`config.mk`:
```
export PLATFORM = sky130hd
export DESIGN_NAME = clk_pwr_ctrl
export DESIGN_NICKNAME = d
export VERILOG_FILES = /design/src/design/clk_ctrl_pkg.sv /design/src/design/clk_pwr_ctrl.sv /design/src/design/cfg_reg_bank.sv
export SDC_FILE = /design/constraint.sdc
export NUM_CORES = 1
export LEC_CHECK = 0
export BUFFER_PORTS_ARGS = -buffer_cell sky130_fd_sc_hd__buf_4
export CAP_MARGIN = 20
export CORE_ASPECT_RATIO = 0.6
export CORE_MARGIN = 4
export CORE_UTILIZATION = 50
export DETAILED_ROUTE_END_ITERATION = 8
export PLACE_DENSITY_LB_ADDON = 0.12
export SLEW_MARGIN = 10
export SYNTH_ARGS = -nofsm -noshare
export SYNTH_HDL_FRONTEND = slang
export SYNTH_HIERARCHICAL = 1
export SYNTH_SLANG_ARGS = --single-unit
```
`constraint.sdc`:
```
create_clock -name mclk_in -period 2.5 [get_ports mclk_in]
set_input_delay 0.5 -clock mclk_in [delete_from_list [all_inputs] [get_ports mclk_in]]
set_output_delay 0.5 -clock mclk_in [all_outputs]
set_load 0.005 [all_outputs]
```
`src/design/clk_ctrl_pkg.sv`:
```
// Package: register offsets, fields, reset values and codes for the power/reset controller
package clk_ctrl_pkg;
  localparam int ADDR_W = 10;
  localparam int DATA_W = 8;
  localparam int NUM_CH = 4;
  localparam int NUM_PECL = 4;
  // Register offsets
  localparam logic [9:0] REG_PORT_CFG = 10'h000;
  localparam logic [9:0] REG_PLL_CFG = 10'h010;
  localparam logic [9:0] REG_PECL_BASE = 10'h0F0;
  localparam logic [9:0] REG_LVDS_BASE = 10'h140;
  localparam logic [9:0] REG_BLOCK_PD = 10'h1E0;
  localparam logic [9:0] REG_DIST_CTRL = 10'h230;
  localparam logic [9:0] REG_UPDATE = 10'h232;
  localparam logic [9:0] REG_STATUS = 10'h1F0;
  // Field positions
  localparam int PORT_SRST_LO = 2;
  localparam int PORT_SRST_HI = 5;
  localparam int PLL_MODE_LSB = 0;
  localparam int PECL_MODE_LSB = 0;
  localparam int LVDS_PD_BIT = 0;
  localparam int LVDS_CMOS_BIT = 3;
  localparam int LVDS_POL_BIT = 4;
  localparam int CMOS_POL_LSB = 5;
  localparam int CMOS_B_EN_BIT = 1;
  localparam int DIST_SYNC_BIT = 0;
  localparam int DIST_PD_BIT = 1;
  localparam int BLK_CLK_PD_BIT = 0;
  localparam int BLK_REFERENCE_INPUT_ONE_PD_BIT = 1;
  localparam int BLK_REFERENCE_INPUT_TWO_PD_BIT = 2;
  localparam int UPDATE_BIT = 0;
  // Reset values
  localparam logic [7:0] PORT_CFG_RST = 8'h18;
  localparam logic [7:0] PLL_CFG_RST = 8'h01;
  localparam logic [7:0] PECL_RST = 8'h08;
  localparam logic [7:0] LVDS_RST = 8'h42;
  localparam logic [7:0] BLOCK_PD_RST = 8'h00;
  localparam logic [7:0] DIST_CTRL_RST = 8'h00;
  // PLL operating modes
  localparam logic [1:0] PLL_NORMAL = 2'h0;
  localparam logic [1:0] PLL_PD_ASYNC = 2'h1;
  localparam logic [1:0] PLL_PD_SYNC = 2'h3;
  // LVPECL power-down codes
  localparam logic [1:0] PECL_NORMAL = 2'h0;
  localparam logic [1:0] PECL_PD_SAFE = 2'h2;
  localparam logic [1:0] PECL_PD_TOTAL = 2'h3;
  // Sync pulse length after wake, in clock cycles
  localparam int SYNC_HOLD_NS = 40;
  localparam int CLK_PERIOD_NS = 5;
  localparam int SYNC_HOLD_CYC = (SYNC_HOLD_NS + CLK_PERIOD_NS - 1) / CLK_PERIOD_NS;

  typedef enum logic [3:0] {
    SEQ_RESET = 4'b0001,
    SEQ_SYNC = 4'b0010,
    SEQ_RUN = 4'b0100,
    SEQ_SLEEP = 4'b1000
  } seq_state_t;
endpackage

```
`src/design/clk_pwr_ctrl.sv`:
```
// Reset, sleep and power-down control for the clock distribution outputs
//
// Behaviour
// - CMOS mode turns first output on automatically
// - Each of four channels LVDS or two CMOS
// - Three-bit CMOS polarity field per channel
// - LVDS polarity selectable per channel
// - One power-down bit kills whole channel
// - Power-up loads defaults then syncs outputs
// - Reset pin low restores all register defaults
// - Mirrored soft reset bits set, then cleared
// - Soft reset acts without update operation
// - Sleep pin holds sleep; wake restores settings
// - Sleep turns off PLL, VCO, buffers, outputs
// - Register port keeps working during sleep
// - Async PLL mode powers down on update
// - Sync PLL mode waits charge pump event
// - Distribution power-down removes distribution bias
// - PECL codes: 00 normal, 10 safe, 11 total
// - Every output individually powered down
// - Clock buffer and references own power-down
// - Update bit copies shadow to active
// - Reset or sleep release triggers output sync
//
// The address map and the plain strobed port were chosen for this implementation.
module clk_pwr_ctrl
  import clk_ctrl_pkg::*;
#(
  parameter int SYNC_CYCLES = SYNC_HOLD_CYC
) (
  input wire logic mclk_in,
  input wire logic resetn_in,
  input wire logic chip_sleep_pin_n_in,
  input wire logic cp_event_in,
  input wire logic [clk_ctrl_pkg::ADDR_W-1:0] addr_in,
  input wire logic [clk_ctrl_pkg::DATA_W-1:0] wdata_in,
  input wire logic wr_in,
  input wire logic rd_in,
  output logic [clk_ctrl_pkg::DATA_W-1:0] rdata_out,
  output logic pll_pd_out,
  output logic vco_pd_out,
  output logic clk_buf_pd_out,
  output logic ref_one_pd_out,
  output logic ref_two_pd_out,
  output logic dividers_pd_out,
  output logic dist_bias_off_out,
  output logic [clk_ctrl_pkg::NUM_PECL*2-1:0] pecl_pd_mode_out,
  output logic [clk_ctrl_pkg::NUM_CH-1:0] lvds_en_out,
  output logic [clk_ctrl_pkg::NUM_CH-1:0] lvds_invert_out,
  output logic [clk_ctrl_pkg::NUM_CH-1:0] cmos_first_en_out,
  output logic [clk_ctrl_pkg::NUM_CH-1:0] cmos_second_en_out,
  output logic [clk_ctrl_pkg::NUM_CH*3-1:0] cmos_pol_out,
  output logic sync_out
);
  import clk_ctrl_pkg::*;

  localparam int NREG = NUM_CH + NUM_PECL + 4;
  localparam int IDX_PORT = 0;
  localparam int IDX_PLL = 1;
  localparam int IDX_BLK = 2;
  localparam int IDX_DIST = 3;
  localparam int IDX_PECL = 4;
  localparam int IDX_LVDS = IDX_PECL + NUM_PECL;

  function automatic logic [9:0] reg_addr(input int idx);
    logic [9:0] a;
    a = 10'h000;
    if (idx == IDX_PORT) a = REG_PORT_CFG;
    else if (idx == IDX_PLL) a = REG_PLL_CFG;
    else if (idx == IDX_BLK) a = REG_BLOCK_PD;
    else if (idx == IDX_DIST) a = REG_DIST_CTRL;
    else if (idx < IDX_LVDS) a = REG_PECL_BASE + 10'(idx - IDX_PECL);
    else a = REG_LVDS_BASE + 10'(idx - IDX_LVDS);
    return a;
  endfunction

  function automatic logic [7:0] reg_rst(input int idx);
    logic [7:0] v;
    v = 8'h00;
    if (idx == IDX_PORT) v = PORT_CFG_RST;
    else if (idx == IDX_PLL) v = PLL_CFG_RST;
    else if (idx == IDX_BLK) v = BLOCK_PD_RST;
    else if (idx == IDX_DIST) v = DIST_CTRL_RST;
    else if (idx < IDX_LVDS) v = PECL_RST;
    else v = LVDS_RST;
    return v;
  endfunction

  // Pin synchronisers: three stages, change accepted when 2nd and 3rd agree
  logic [2:0] rst_sync_q;
  logic [2:0] sleep_sync_q;
  logic sleep_q;
  logic awake_q;

  always_ff @(posedge mclk_in or negedge resetn_in) begin
    if (!resetn_in) begin
      rst_sync_q <= 3'h0;
    end else begin
      rst_sync_q <= {rst_sync_q[1:0], 1'b1};
    end
  end

  always_ff @(posedge mclk_in or negedge resetn_in) begin
    if (!resetn_in) begin
      sleep_sync_q <= 3'h0;
      sleep_q <= 1'b1;
    end else begin
      sleep_sync_q <= {sleep_sync_q[1:0], chip_sleep_pin_n_in};
      if (sleep_sync_q[1] == sleep_sync_q[2]) begin
        sleep_q <= !sleep_sync_q[2];
      end
    end
  end

  always_ff @(posedge mclk_in or negedge resetn_in) begin
    if (!resetn_in) begin
      awake_q <= 1'b0;
    end else if (rst_sync_q[1] && rst_sync_q[2]) begin
      awake_q <= 1'b1;
    end
  end

  // Register port stays live in sleep; reset pin stops it, soft reset blocks writes to all but port config
  logic [NREG-1:0] wr_hit;
  logic [NREG-1:0][7:0] shadow;
  logic [NREG-1:0][7:0] active;
  logic soft_rst;
  logic update_pulse;

  always_comb begin
    for (int i = 0; i < NREG; i++) begin
      wr_hit[i] = wr_in && (addr_in == reg_addr(i));
    end
  end

  // Both mirrored bits must be set; the bit stays until host clears it
  assign soft_rst = shadow[IDX_PORT][PORT_SRST_LO] && shadow[IDX_PORT][PORT_SRST_HI];
  // Self-clearing: a pulse only in the write cycle, never stored
  assign update_pulse = wr_in && (addr_in == REG_UPDATE) && wdata_in[UPDATE_BIT];

  for (genvar g = 0; g < NREG; g++) begin : g_reg
    // Port config byte never waits for update, so soft reset bits act directly
    cfg_reg_bank #(
      .WIDTH(8),
      .RST_VAL(reg_rst(g))
    ) u_bank (
      .mclk_in(mclk_in),
      .resetn_in(resetn_in),
      .clear_in((g == IDX_PORT) ? 1'b0 : soft_rst),
      .wr_in(wr_hit[g]),
      .wdata_in(wdata_in),
      .update_in((g == IDX_PORT) ? wr_hit[g] : update_pulse),
      .shadow_out(shadow[g]),
      .active_out(active[g])
    );
  end

  // Sequencer
  seq_state_t state_q;
  logic [15:0] sync_cnt_q;
  logic srst_seen_q;
  logic soft_sync_q;
  logic dist_pd_q;

  always_ff @(posedge mclk_in or negedge resetn_in) begin
    if (!resetn_in) begin
      srst_seen_q <= 1'b0;
    end else begin
      srst_seen_q <= soft_rst;
    end
  end

  always_ff @(posedge mclk_in or negedge resetn_in) begin
    if (!resetn_in) begin
      soft_sync_q <= 1'b0;
      dist_pd_q <= 1'b0;
    end else begin
      soft_sync_q <= active[IDX_DIST][DIST_SYNC_BIT];
      dist_pd_q <= active[IDX_DIST][DIST_PD_BIT];
    end
  end

  logic resync_req;
  // Set-then-clear of soft reset, soft sync or distribution power-down
  assign resync_req = (srst_seen_q && !soft_rst) ||
                      (soft_sync_q && !active[IDX_DIST][DIST_SYNC_BIT]) ||
                      (dist_pd_q && !active[IDX_DIST][DIST_PD_BIT]);

  always_ff @(posedge mclk_in or negedge resetn_in) begin
    if (!resetn_in) begin
      state_q <= SEQ_RESET;
      sync_cnt_q <= 16'h0000;
    end else begin
      unique case (state_q)
        SEQ_RESET: begin
          // Defaults already active; sync on leaving reset or power-up
          if (awake_q) begin
            state_q <= SEQ_SYNC;
            sync_cnt_q <= 16'(SYNC_CYCLES);
          end
        end
        SEQ_SYNC: begin
          if (sleep_q) begin
            state_q <= SEQ_SLEEP;
          end else if (sync_cnt_q <= 16'h0001) begin
            state_q <= SEQ_RUN;
            sync_cnt_q <= 16'h0000;
          end else begin
            sync_cnt_q <= sync_cnt_q - 16'h0001;
          end
        end
        SEQ_RUN: begin
          if (sleep_q) begin
            state_q <= SEQ_SLEEP;
          end else if (resync_req) begin
            state_q <= SEQ_SYNC;
            sync_cnt_q <= 16'(SYNC_CYCLES);
          end
        end
        SEQ_SLEEP: begin
          // Wake resumes the active copy, including writes that were updated while asleep
          if (!sleep_q) begin
            state_q <= SEQ_SYNC;
            sync_cnt_q <= 16'(SYNC_CYCLES);
          end
        end
      endcase
    end
  end

  // PLL power-down: async acts on update, sync waits for charge pump event
  logic pll_mode_pd_q;
  logic [1:0] pll_mode;
  assign pll_mode = active[IDX_PLL][PLL_MODE_LSB +: 2];

  always_ff @(posedge mclk_in or negedge resetn_in) begin
    if (!resetn_in) begin
      pll_mode_pd_q <= 1'b1;
    end else if (pll_mode == PLL_PD_ASYNC) begin
      pll_mode_pd_q <= 1'b1;
    end else if (pll_mode == PLL_PD_SYNC) begin
      if (cp_event_in) begin
        pll_mode_pd_q <= 1'b1;
      end
    end else begin
      pll_mode_pd_q <= 1'b0;
    end
  end

  logic asleep;
  logic dist_off;
  assign asleep = (state_q == SEQ_SLEEP) || (state_q == SEQ_RESET);
  assign dist_off = active[IDX_DIST][DIST_PD_BIT];

  always_ff @(posedge mclk_in or negedge resetn_in) begin
    if (!resetn_in) begin
      pll_pd_out <= 1'b1;
      vco_pd_out <= 1'b1;
      clk_buf_pd_out <= 1'b1;
      ref_one_pd_out <= 1'b1;
      ref_two_pd_out <= 1'b1;
      dividers_pd_out <= 1'b1;
      dist_bias_off_out <= 1'b1;
      sync_out <= 1'b1;
    end else begin
      pll_pd_out <= asleep || pll_mode_pd_q;
      vco_pd_out <= asleep || pll_mode_pd_q;
      clk_buf_pd_out <= asleep || active[IDX_BLK][BLK_CLK_PD_BIT];
      ref_one_pd_out <= asleep || active[IDX_BLK][BLK_REFERENCE_INPUT_ONE_PD_BIT];
      ref_two_pd_out <= asleep || active[IDX_BLK][BLK_REFERENCE_INPUT_TWO_PD_BIT];
      dividers_pd_out <= asleep || dist_off;
      dist_bias_off_out <= dist_off;
      sync_out <= (state_q != SEQ_RUN);
    end
  end

  // LVPECL: sleep forces safe off; distribution power-down applies the own code
  always_ff @(posedge mclk_in or negedge resetn_in) begin
    if (!resetn_in) begin
      pecl_pd_mode_out <= {NUM_PECL{PECL_PD_SAFE}};
    end else begin
      for (int p = 0; p < NUM_PECL; p++) begin
        if (asleep) begin
          pecl_pd_mode_out[p*2 +: 2] <= PECL_PD_SAFE;
        end else begin
          // 00 normal, 10 protected, 11 unprotected, same in dist power-down
          pecl_pd_mode_out[p*2 +: 2] <= active[IDX_PECL+p][PECL_MODE_LSB +: 2];
        end
      end
    end
  end

  // LVDS/CMOS channels
  // Per-channel decode kept outside the clocked block, no temporaries there
  logic [NUM_CH-1:0] ch_on;
  logic [NUM_CH-1:0] ch_cmos;
  always_comb begin
    for (int c = 0; c < NUM_CH; c++) begin
      ch_on[c] = !asleep && !dist_off && !active[IDX_LVDS+c][LVDS_PD_BIT];
      ch_cmos[c] = active[IDX_LVDS+c][LVDS_CMOS_BIT];
    end
  end

  always_ff @(posedge mclk_in or negedge resetn_in) begin
    if (!resetn_in) begin
      lvds_en_out <= '0;
      lvds_invert_out <= '0;
      cmos_first_en_out <= '0;
      cmos_second_en_out <= '0;
      cmos_pol_out <= '0;
    end else begin
      for (int c = 0; c < NUM_CH; c++) begin
        lvds_en_out[c] <= ch_on[c] && !ch_cmos[c];
        lvds_invert_out[c] <= active[IDX_LVDS+c][LVDS_POL_BIT];
        cmos_first_en_out[c] <= ch_on[c] && ch_cmos[c];
        // Second output only follows its own bit while the first is up
        cmos_second_en_out[c] <= ch_on[c] && ch_cmos[c] &&
                                 active[IDX_LVDS+c][CMOS_B_EN_BIT];
        cmos_pol_out[c*3 +: 3] <= active[IDX_LVDS+c][CMOS_POL_LSB +: 3];
      end
    end
  end

  // Read data the cycle after the strobe; shadow copy, unmapped reads zero
  logic [NREG-1:0] rd_hit;
  always_comb begin
    for (int i = 0; i < NREG; i++) begin
      rd_hit[i] = (addr_in == reg_addr(i));
    end
  end

  always_ff @(posedge mclk_in or negedge resetn_in) begin
    if (!resetn_in) begin
      rdata_out <= 8'h00;
    end else if (rd_in) begin
      rdata_out <= 8'h00;
      for (int i = 0; i < NREG; i++) begin
        if (rd_hit[i]) rdata_out <= shadow[i];
      end
      if (addr_in == REG_STATUS) rdata_out <= {4'h0, state_q};
    end else begin
      rdata_out <= 8'h00;
    end
  end
endmodule

```
`src/design/cfg_reg_bank.sv`:
```
// Shadow/active register pair for one configuration byte
module cfg_reg_bank #(
  parameter int WIDTH = 8,
  parameter logic [WIDTH-1:0] RST_VAL = '0
) (
  input wire logic mclk_in,
  input wire logic resetn_in,
  input wire logic clear_in,
  input wire logic wr_in,
  input wire logic [WIDTH-1:0] wdata_in,
  input wire logic update_in,
  output logic [WIDTH-1:0] shadow_out,
  output logic [WIDTH-1:0] active_out
);
  always_ff @(posedge mclk_in or negedge resetn_in) begin
    if (!resetn_in) begin
      shadow_out <= RST_VAL;
    end else if (clear_in) begin
      shadow_out <= RST_VAL;
    end else if (wr_in) begin
      shadow_out <= wdata_in;
    end
  end

  // Write landing with the update pulse is carried into the active copy too
  always_ff @(posedge mclk_in or negedge resetn_in) begin
    if (!resetn_in) begin
      active_out <= RST_VAL;
    end else if (clear_in) begin
      active_out <= RST_VAL;
    end else if (update_in) begin
      active_out <= wr_in ? wdata_in : shadow_out;
    end
  end
endmodule

```
==> reports/results.txt, run 1 <==
Tmin final: 2.47 ns
Fin Clk Skew: 0.00971 ns
Vias post-DR: 7304
DR DRC count: 0
Placed insts: 1224
H-tree depth: 1
HP Class: in2async
Worst Max-Slew Pin Slew: 0.711 ns
Drt via density: 5.77
DRT iter0 DRCs: 646
Largest net degree at the start of global routing: 90
Kind of critical path: reg2reg
Ant. Diodes: 0
WP data arrival: 2.84 ns
Hold Vio Cnt, Final: 4
Met3 Usage GRT: 0.0631
Area growth syn-to-layout: 18.6%
Commonest non-fill, non-tap cell in the layout: dfrtp_1
Status: complete, but fails checks
Fmax: 0.405 GHz
Slowest cell on the critical path: or4_4
Syn nets: 920
P_leak: 5.30 nW
Crit path cell chain: or4_4 > or4_4 > or4_4 > a21oi_4 > buf_12 > a21oi_1
Initial antenna violation count: 1
Total power: 9.27 mW
Violated checks: negative hold slack
CP top delay family: simple AND/OR/NAND/NOR gates
GRT Max-Usage Layer: met1
Fin crit share: 0.989
Data required time of the worst path: 2.87 ns
# port buffers: 75
Fin nets: 1010
Vert. Die Dim: 118 µm
Final ANT Viol Nets: 0
GR Util All Layers: 0.245
Post-DR wirelength/cell: 21.5 µm
Root Buffer: clkbuf_16
Core ar.: 19400 µm²
Met1 Use GR: 0.406
Pre-antenna DRT Iters: 5
Starting Density: 0.518
Vias in the first global route: 7358
Total gr overflow: 0
Worst setup margin: 0.0278 ns
Hold WS: -0.0177 ns
Crit path largest cell delay: 0.60 ns
Most common cell on crit path: or4_4
Commonest non-fill, non-tap cells in the layout: 184 x dfrtp_1, 144 x nor2_1, 135 x buf_4, 107 x mux2i_1, 38 x dfstp_2
Power Density: 778 nW/µm²
Final wirelength: 27100 µm
Non-Filler Instances: 1265
Setup_tns: 0 ns
Crit path max fanout: 13
Dpl cell area: 11100 µm²
Layout cells sized above 1: 0.261
Netlist Area Pre-Place: 10000 µm²
Setup crit start kind: flip-flop
Mapped Cells: 894
Slew Viols, Final: 0
CTS tree: yes
Post-route cell area: 11900 µm²
Average size of a mapped cell: 11.2 µm²
Rows: 39
Die width: 191 µm
Total clock buffers created by CTS: 21
Max IR drop VDD: 0.480 mV
Routability cong.: 0.986
CTS Buffer Depth: 3
DPL Wire Length: 19600 µm
Skew-Pair Late Insertion Delay: 0.50 ns
M2 GR Usage: 0.320
RSZ-0062 raised after global routing: yes
CP Capture Type: flip-flop
Maxcap violations: 0
Die area: 22500 µm²
# IOs: 76
Clock sink count: 222
Final setup vio count: 0
Yosys warns: 6
Place WS: -0.0437 ns
Rel. slew slack: 0.526
First-pass GRT wire length: 43200 µm
Worst Path Buf+Inv: 1
Clock-pin slew on the worst setup and hold paths: 0.06 ns
[state kept, by name, indices dropped and copies added (netlist names), 3 cells and up]
register,count
g.u_bank/active_out,43
lvds_en_out,4
rst_sync_q,3
state_q,4
g.u_bank/shadow_out,96
lvds_invert_out,4
cmos_pol_out,12
sync_cnt_q,16
rdata_out,8
pecl_pd_mode_out,8
sleep_sync_q,3
cmos_first_en_out,4
cmos_second_en_out,4
[worst register-to-register path: cells and delay by family (launching register included)]
kind                   cells  cell delay [ns]
and+or+nand+nor            3             1.59
DFF                        1             0.38
AOI/OAI and AO/OA          2             0.23
buffers and inverters      1             0.16
[timing repair]
item / in CTS / in global routing
hold buffers: 0 / 0
endpoints found under the setup margin: 0 / 18
gates resized for setup: 0 / 2
setup buffers: 0 / 3
[where the power goes]
| part | internal, mW | leakage (nW) | switching, mW |
|---|---|---|---|
| logic | 0.704 | 2.00 | 0.846 |
| registers | 3.84 | 2.91 | 0.165 |
| clock network | 2.32 | 0.391 | 1.39 |
[final timing paths]
| check | startpoint | end | slack, ns | cells after the start |
|---|---|---|---|---|
| setup / recovery | sync_cnt_q[8] | sync_cnt_q[11] | 0.03 | 6 |
| hold / removal | resetn_in | sleep_sync_q[0] | -0.02 | 1 |
| setup reg to reg | sync_cnt_q[8] | sync_cnt_q[11] | 0.03 | 6 |
| hold reg to reg | sleep_sync_q[0] | sleep_sync_q[1] | 0.35 | 0 |
| max in group asynchronous | resetn_in | g_reg[8].u_bank/active_out[1] | 1.72 | 2 |
| min in group mclk_in | chip_sleep_pin_n_in | sleep_sync_q[0] | 0.10 | 1 |
[per-layer routing]
| layer | vias up | part of all wire |
|---|---|---|
| met3 | 35 | 0.088 |
| met5 | - | 0 |
| met1 | 3683 | 0.50 |
| li1 | 3321 | - |
| met2 | 265 | 0.40 |
| met4 | 0 | 0.016 |
[stage by stage]
step,utilization,hold WS [ns]
final,0.615,-0.0177
after global routing,0.615,0.0322
after CTS,0.613,0.0159
after detailed placement,0.571,0.339
after global placement,0.571,0.333
after floorplan,-,0.204
[final cells by class]
class / count / area [µm²]
Fill cell: 1557 / 7470
Sequential cell: 222 / 5600
Multi-Input combinational cell: 579 / 3910
Timing Repair Buffer: 144 / 1190
Clock buffer: 28 / 602
Tap cell: 266 / 333
Clock inverter: 10 / 209
Inverter: 16 / 60.1
(Power assumes the default switching activity.)
==> run 2, diff against run 1 <==
Settings changed: CORE_UTILIZATION 50 to 40.
Clock period 2.5 ns to 2.74 ns, I/O delays scaled along.
==> reports/results.txt, run 2 (same netlist as run 1, synthesis figures left out) <==
Die width: 213 µm (was 191 µm)
Initial antenna violation count: 0 (was 1)
Setup crit start kind: flip-flop (unchanged)
GRT Max-Usage Layer: met1 (unchanged)
First-pass GRT wire length: 41600 µm (was 43200 µm)
Hold_buf cts: 1 (was 0)
Fin crit share: 0.924 (was 0.989)
Routability cong.: 0.937 (was 0.986)
Post-DR wirelength/cell: 20.5 µm (was 21.5 µm)
Skew-Pair Late Insertion Delay: 0.51 ns (was 0.50 ns)
CTS resizes: 0 (unchanged)
Clock sink count: 222 (unchanged)
Logic pwr share: 0.155 (was 0.167)
Vias post-DR: 7003 (was 7304)
Final wirelength: 26800 µm (was 27100 µm)
Postcts setup bufs: 0 (unchanged)
Crit path max fanout: 13 (unchanged)
Data required time of the worst path: 3.12 ns (was 2.87 ns)
DPL Wire Length: 18600 µm (was 19600 µm)
Final ANT Viol Nets: 0 (unchanged)
Final setup vio count: 0 (unchanged)
Rel. slew slack: 0.504 (was 0.526)
# IOs: 76 (unchanged)
Max FFs per register: 96 (unchanged)
Fin util: 0.486 (was 0.615)
Ant. Diodes: 0 (unchanged)
WP data arrival: 2.91 ns (was 2.84 ns)
Fin nets: 991 (was 1010)
Layout cells sized above 1: 0.246 (was 0.261)
Slew Viols, Final: 0 (unchanged)
Top reg by flops: g.u_bank/shadow_out (unchanged)
Origin of the worst min-delay path: chip_sleep_pin_n_in
Non-Filler Instances: 1303 (was 1265)
Root Buffer: clkbuf_16 (unchanged)
Setup_tns: 0 ns (unchanged)
Commonest non-fill, non-tap cell in the layout: dfrtp_1 (unchanged)
P_leak: 5.20 nW (was 5.30 nW)
DRT iter0 DRCs: 507 (was 646)
Drt via density: 5.37 (was 5.77)
Area growth syn-to-layout: 18.3% (was 18.6%)
Starting Density: 0.411 (was 0.518)
Status: complete, no violations (was complete, but fails checks)
Clock Power Share: 0.417 (was 0.401)
Worst Max-Slew Pin Slew: 0.738 ns (was 0.711 ns)
Commonest non-fill, non-tap cells in the layout: 184 x dfrtp_1, 144 x nor2_1, 114 x buf_4, 107 x mux2i_1, 38 x dfstp_2 (was 184 x dfrtp_1, 144 x nor2_1, 135 x buf_4, 107 x mux2i_1, 38 x dfstp_2)
Vias in the first global route: 6893 (was 7358)
Maxcap violations: 0 (unchanged)
Kind of critical path: reg2reg (unchanged)
Total gr overflow: 0 (unchanged)
Power Density: 720 nW/µm² (was 778 nW/µm²)
Pre-antenna DRT Iters: 5 (unchanged)
Largest net degree at the start of global routing: 76 (was 90)
Vert. Die Dim: 131 µm (was 118 µm)
CTS tree: yes (unchanged)
Hold Vio Cnt, Final: 0 (was 4)
Fin Clk Skew: 0.0103 ns (was 0.00971 ns)
Placed insts: 1262 (was 1224)
Cell Int Power: 6.36 mW (was 6.86 mW)
Largest registers: g.u_bank/shadow_out: 96 flops, g.u_bank/active_out: 43 flops, sync_cnt_q: 16 flops (unchanged)
Critical R2R Launch: sync_cnt_q[8] (unchanged)
Share of power burned in registers: 0.428 (was 0.432)
Met3 Usage GRT: 0.0458 (was 0.0631)
Reg2Reg Setup Slack: 0.21 ns (was 0.03 ns)
RSZ-0062 raised after global routing: no (was yes)
Rows: 44 (was 39)
H-tree depth: 1 (unchanged)
Max IR drop VDD: 0.391 mV (was 0.480 mV)
# port buffers: 75 (unchanged)
Die area: 27800 µm² (was 22500 µm²)
CP Capture Type: flip-flop (unchanged)
FILL cells: 2273 (was 1557)
Total clock buffers created by CTS: 22 (was 21)
M2 GR Usage: 0.243 (was 0.320)
Net load switching power: 2.19 mW (was 2.41 mW)
Core ar.: 24400 µm² (was 19400 µm²)
GR Util All Layers: 0.193 (was 0.245)
Clock-pin slew on the worst setup and hold paths: 0.06 ns (about the same)
Fmax: 0.395 GHz (was 0.405 GHz)
Switching Share: 0.256 (was 0.260)
CP Launch Point: sync_cnt_q[8] (unchanged)
Tmin final: 2.53 ns (was 2.47 ns)
CTS Buffer Depth: 3 (unchanged)
Met1 Use GR: 0.327 (was 0.406)
DR DRC count: 0 (unchanged)
HP Class: in2reg (was in2async)
[run 2: metrics by stage]
| stage | instance area, µm² | setup slack (ns) | hold WS (ns) | power [mW] |
|---|---|---|---|---|
| global placement | 11000 | -0.0500 | 0.332 | 5.03 |
| finish | 11900 | 0.208 | 0.140 | 8.55 |
| global route | 11900 | 0.138 | 0.129 | 8.96 |
| detailed placement | 11000 | 0.0184 | 0.336 | 5.05 |
| CTS | 11900 | 0.201 | 0.121 | 8.66 |
| floorplan | 10100 | 0.0210 | 0.252 | 4.44 |
[run 2: cell type report]
| type | instances | area [µm²] | area share |
|---|---|---|---|
| clock inverters | 12 | 238 | 0.0200 |
| well taps | 322 | 403 | 0.0339 |
| inverters | 16 | 60.1 | 0.00506 |
| repair buffers | 124 | 1040 | 0.0877 |
| flip-flops and latches | 222 | 5600 | 0.472 |
| multi-input cells | 579 | 3910 | 0.329 |
| clock buffers | 28 | 624 | 0.0526 |
[run 2: metal layers]
layer / wire (µm) / part of all wire
met1: 14300 / 0.53
met2: 10100 / 0.38
met3: 1930 / 0.072
met4: 515 / 0.019
met5: 0 / 0
[run 2: worst max-delay path, stage by stage, from the launching register on]
cell and delay, ns:
dfrtp_1 0.40, or4_4 0.58, or4_4 0.47, or4_4 0.56
a21oi_4 0.19, buf_12 0.15, a21oi_1 0.04
[run 2: path summary, 6_finish.rpt]
check / endpoint / cells past startpoint
worst max-delay path: sync_cnt_q[11] / 6
worst min-delay path: sleep_sync_q[0] / 1
worst max register to register: sync_cnt_q[11] / 6
worst min register to register: rst_sync_q[1] / 0
max in group asynchronous: g_reg[1].u_bank/shadow_out[0] / 3
min in group asynchronous: sync_cnt_q[10] / 2
[run 2: power by group through the flow]
stage | logic [mW] | registers (mW) | clock network [mW]
after floorplan | 0.781 | 3.66 | 0
after global placement | 1.32 | 3.71 | 0
after detailed placement | 1.33 | 3.72 | 0
after CTS | 1.34 | 3.66 | 3.67
after global routing | 1.47 | 3.69 | 3.81
final | 1.32 | 3.66 | 3.57
==> run 3, diff against run 2 <==
Settings changed: CORE_ASPECT_RATIO 0.6 to 0.8.
==> reports/results.txt, run 3 (same netlist as run 1, synthesis figures left out) <==
Status: complete, no violations (unchanged)
Clock sink count: 222 (unchanged)
Vert. Die Dim: 150 µm (was 131 µm)
Layout cells sized above 1: 0.243 (was 0.246)
M2 GR Usage: 0.266 (was 0.243)
DPL Wire Length: 17300 µm (was 18600 µm)
Slew Viols, Final: 0 (unchanged)
Post-DR wirelength/cell: 19.8 µm (was 20.5 µm)
Starting Density: 0.410 (was 0.411)
Setup_tns: 0 ns (unchanged)
Vias post-DR: 6869 (was 7003)
DR DRC count: 0 (unchanged)
RSZ-0062 raised after global routing: no (unchanged)
Ant. Diodes: 0 (unchanged)
Maxcap violations: 0 (unchanged)
Vias in the first global route: 6845 (was 6893)
Final wirelength: 25700 µm (was 26800 µm)
Skew-Pair Late Insertion Delay: 0.51 ns (about the same)
CP Launch Point: sync_cnt_q[8] (unchanged)
Met3 Usage GRT: 0.0258 (was 0.0458)
Max IR drop VDD: 0.366 mV (was 0.391 mV)
CP Capture Type: flip-flop (unchanged)
# port buffers: 75 (unchanged)
GR Util All Layers: 0.186 (was 0.193)
Hold_buf cts: 0 (was 1)
Routability cong.: 0.893 (was 0.937)
Kind of critical path: reg2reg (unchanged)
Crit Reg-Reg Endpoint: sync_cnt_q[11] (unchanged)
Fin crit share: 0.919 (was 0.924)
H-tree depth: 1 (unchanged)
First-pass GRT wire length: 40400 µm (was 41600 µm)
Postcts setup bufs: 0 (unchanged)
Tmin final: 2.52 ns (was 2.53 ns)
Reg2Reg Setup Slack: 0.22 ns (was 0.21 ns)
Initial antenna violation count: 0 (unchanged)
CTS tree: yes (unchanged)
Fmax: 0.397 GHz (was 0.395 GHz)
Clock-pin slew on the worst setup and hold paths: 0.06 ns (about the same)
Rows: 51 (was 44)
Die area: 27700 µm² (was 27800 µm²)
Total gr overflow: 0 (unchanged)
Met1 Use GR: 0.299 (was 0.327)
Root Buffer: clkbuf_16 (unchanged)
Core ar.: 24500 µm² (was 24400 µm²)
Die width: 185 µm (was 213 µm)
Pre-antenna DRT Iters: 4 (was 5)
Top reg by flops: g.u_bank/shadow_out (unchanged)
P_leak: 5.18 nW (was 5.20 nW)
Drt via density: 5.30 (was 5.37)
Total power: 8.49 mW (was 8.55 mW)
Max FFs per register: 96 (unchanged)
Hold Vio Cnt, Final: 0 (unchanged)
Power Density: 718 nW/µm² (was 720 nW/µm²)
Final setup vio count: 0 (unchanged)
Critical R2R Launch: sync_cnt_q[8] (unchanged)
HP Class: in2async (was in2reg)
CTS Buffer Depth: 3 (unchanged)
Worst Max-Slew Pin Slew: 0.581 ns (was 0.738 ns)
Largest net degree at the start of global routing: 70 (was 76)
Largest registers: g.u_bank/shadow_out: 96 flops, g.u_bank/active_out: 43 flops, sync_cnt_q: 16 flops (unchanged)
Crit path max fanout: 13 (unchanged)
# IOs: 76 (unchanged)
Fin Clk Skew: 0.00822 ns (was 0.0103 ns)
WP data arrival: 2.91 ns (about the same)
GRT Max-Usage Layer: met1 (unchanged)
Worst r2r path cells: 6 (unchanged)
Commonest non-fill, non-tap cell in the layout: dfrtp_1 (unchanged)
Area growth syn-to-layout: 17.7% (was 18.3%)
CTS resizes: 0 (unchanged)
Data required time of the worst path: 3.13 ns (was 3.12 ns)
Final ANT Viol Nets: 0 (unchanged)
Fin nets: 986 (was 991)
Rel. slew slack: 0.613 (was 0.504)
DRT iter0 DRCs: 559 (was 507)
Commonest non-fill, non-tap cells in the layout: 184 x dfrtp_1, 144 x nor2_1, 109 x buf_4, 107 x mux2i_1, 38 x dfstp_2 (was 184 x dfrtp_1, 144 x nor2_1, 114 x buf_4, 107 x mux2i_1, 38 x dfstp_2)
Setup crit start kind: flip-flop (unchanged)
Total clock buffers created by CTS: 24 (was 22)
run 3: cell types whose count changed in the layout (fill, tap and decap cells not counted), moves of 2 or more:
cell       previous run  this run
clkinv_2              4         7
buf_4               114       109
bufinv_16             7         5
clkbuf_16            23        25
run 3: worst max path at each step:
| stage | end | slack, ns | cells past startpoint |
|---|---|---|---|
| 2_1_floorplan | g_reg[2].u_bank/active_out[0] | 0.02 | 7 |
| 6_report | sync_cnt_q[11] | 0.22 | 6 |
| 3_3_place_gp | g_reg[1].u_bank/active_out[1] | 0.20 | 7 |
| 4_1_cts | sync_cnt_q[11] | 0.22 | 6 |
| 5_1_grt | sync_cnt_q[14] | 0.15 | 6 |
| 3_5_place_dp | g_reg[9].u_bank/active_out[7] | 0.18 | 7 |
run 3: area by class of cell:
cell class	count	area, µm²
Clock buffer	32	692
Clock inverter	12	185
Fill cell	2308	12700
Inverter	16	60.1
Multi-Input combinational cell	579	3910
Sequential cell	222	5600
Tap cell	318	398
Timing Repair Buffer	117	973
run 3: per-stage QoR:
| stage | instance area [µm²] | utilization | setup WS [ns] | cells | hold WS (ns) |
|---|---|---|---|---|---|
| after floorplan | 10100 | - | 0.0210 | 894 | 0.252 |
| after CTS | 11800 | 0.482 | 0.223 | 1296 | 0.0203 |
| final | 11800 | 0.482 | 0.221 | 1296 | 0.00946 |
| after detailed placement | 10900 | 0.446 | 0.178 | 1252 | 0.338 |
| after global routing | 11800 | 0.482 | 0.149 | 1296 | 0.0380 |
| after global placement | 10900 | 0.446 | 0.198 | 1252 | 0.333 |
run 3: report_power, final:
part           internal, mW  switching, mW  leakage, nW
clock                  2.24           1.31        0.438
sequential             3.50          0.146         2.91
combinational         0.576          0.709         1.83
run 3: worst max-delay path, stage by stage, from the launching register on:
cell	delay (ns)
dfrtp_1	0.40
or4_4	0.58
or4_4	0.46
or4_4	0.56
a21oi_4	0.19
buf_12	0.15
a21oi_1	0.05
run 3: per-layer routing:
layer	vias up	part of all wire
met2	152	0.42
met1	3410	0.51
met4	0	0.021
met3	39	0.042
met5	-	0
li1	3268	-
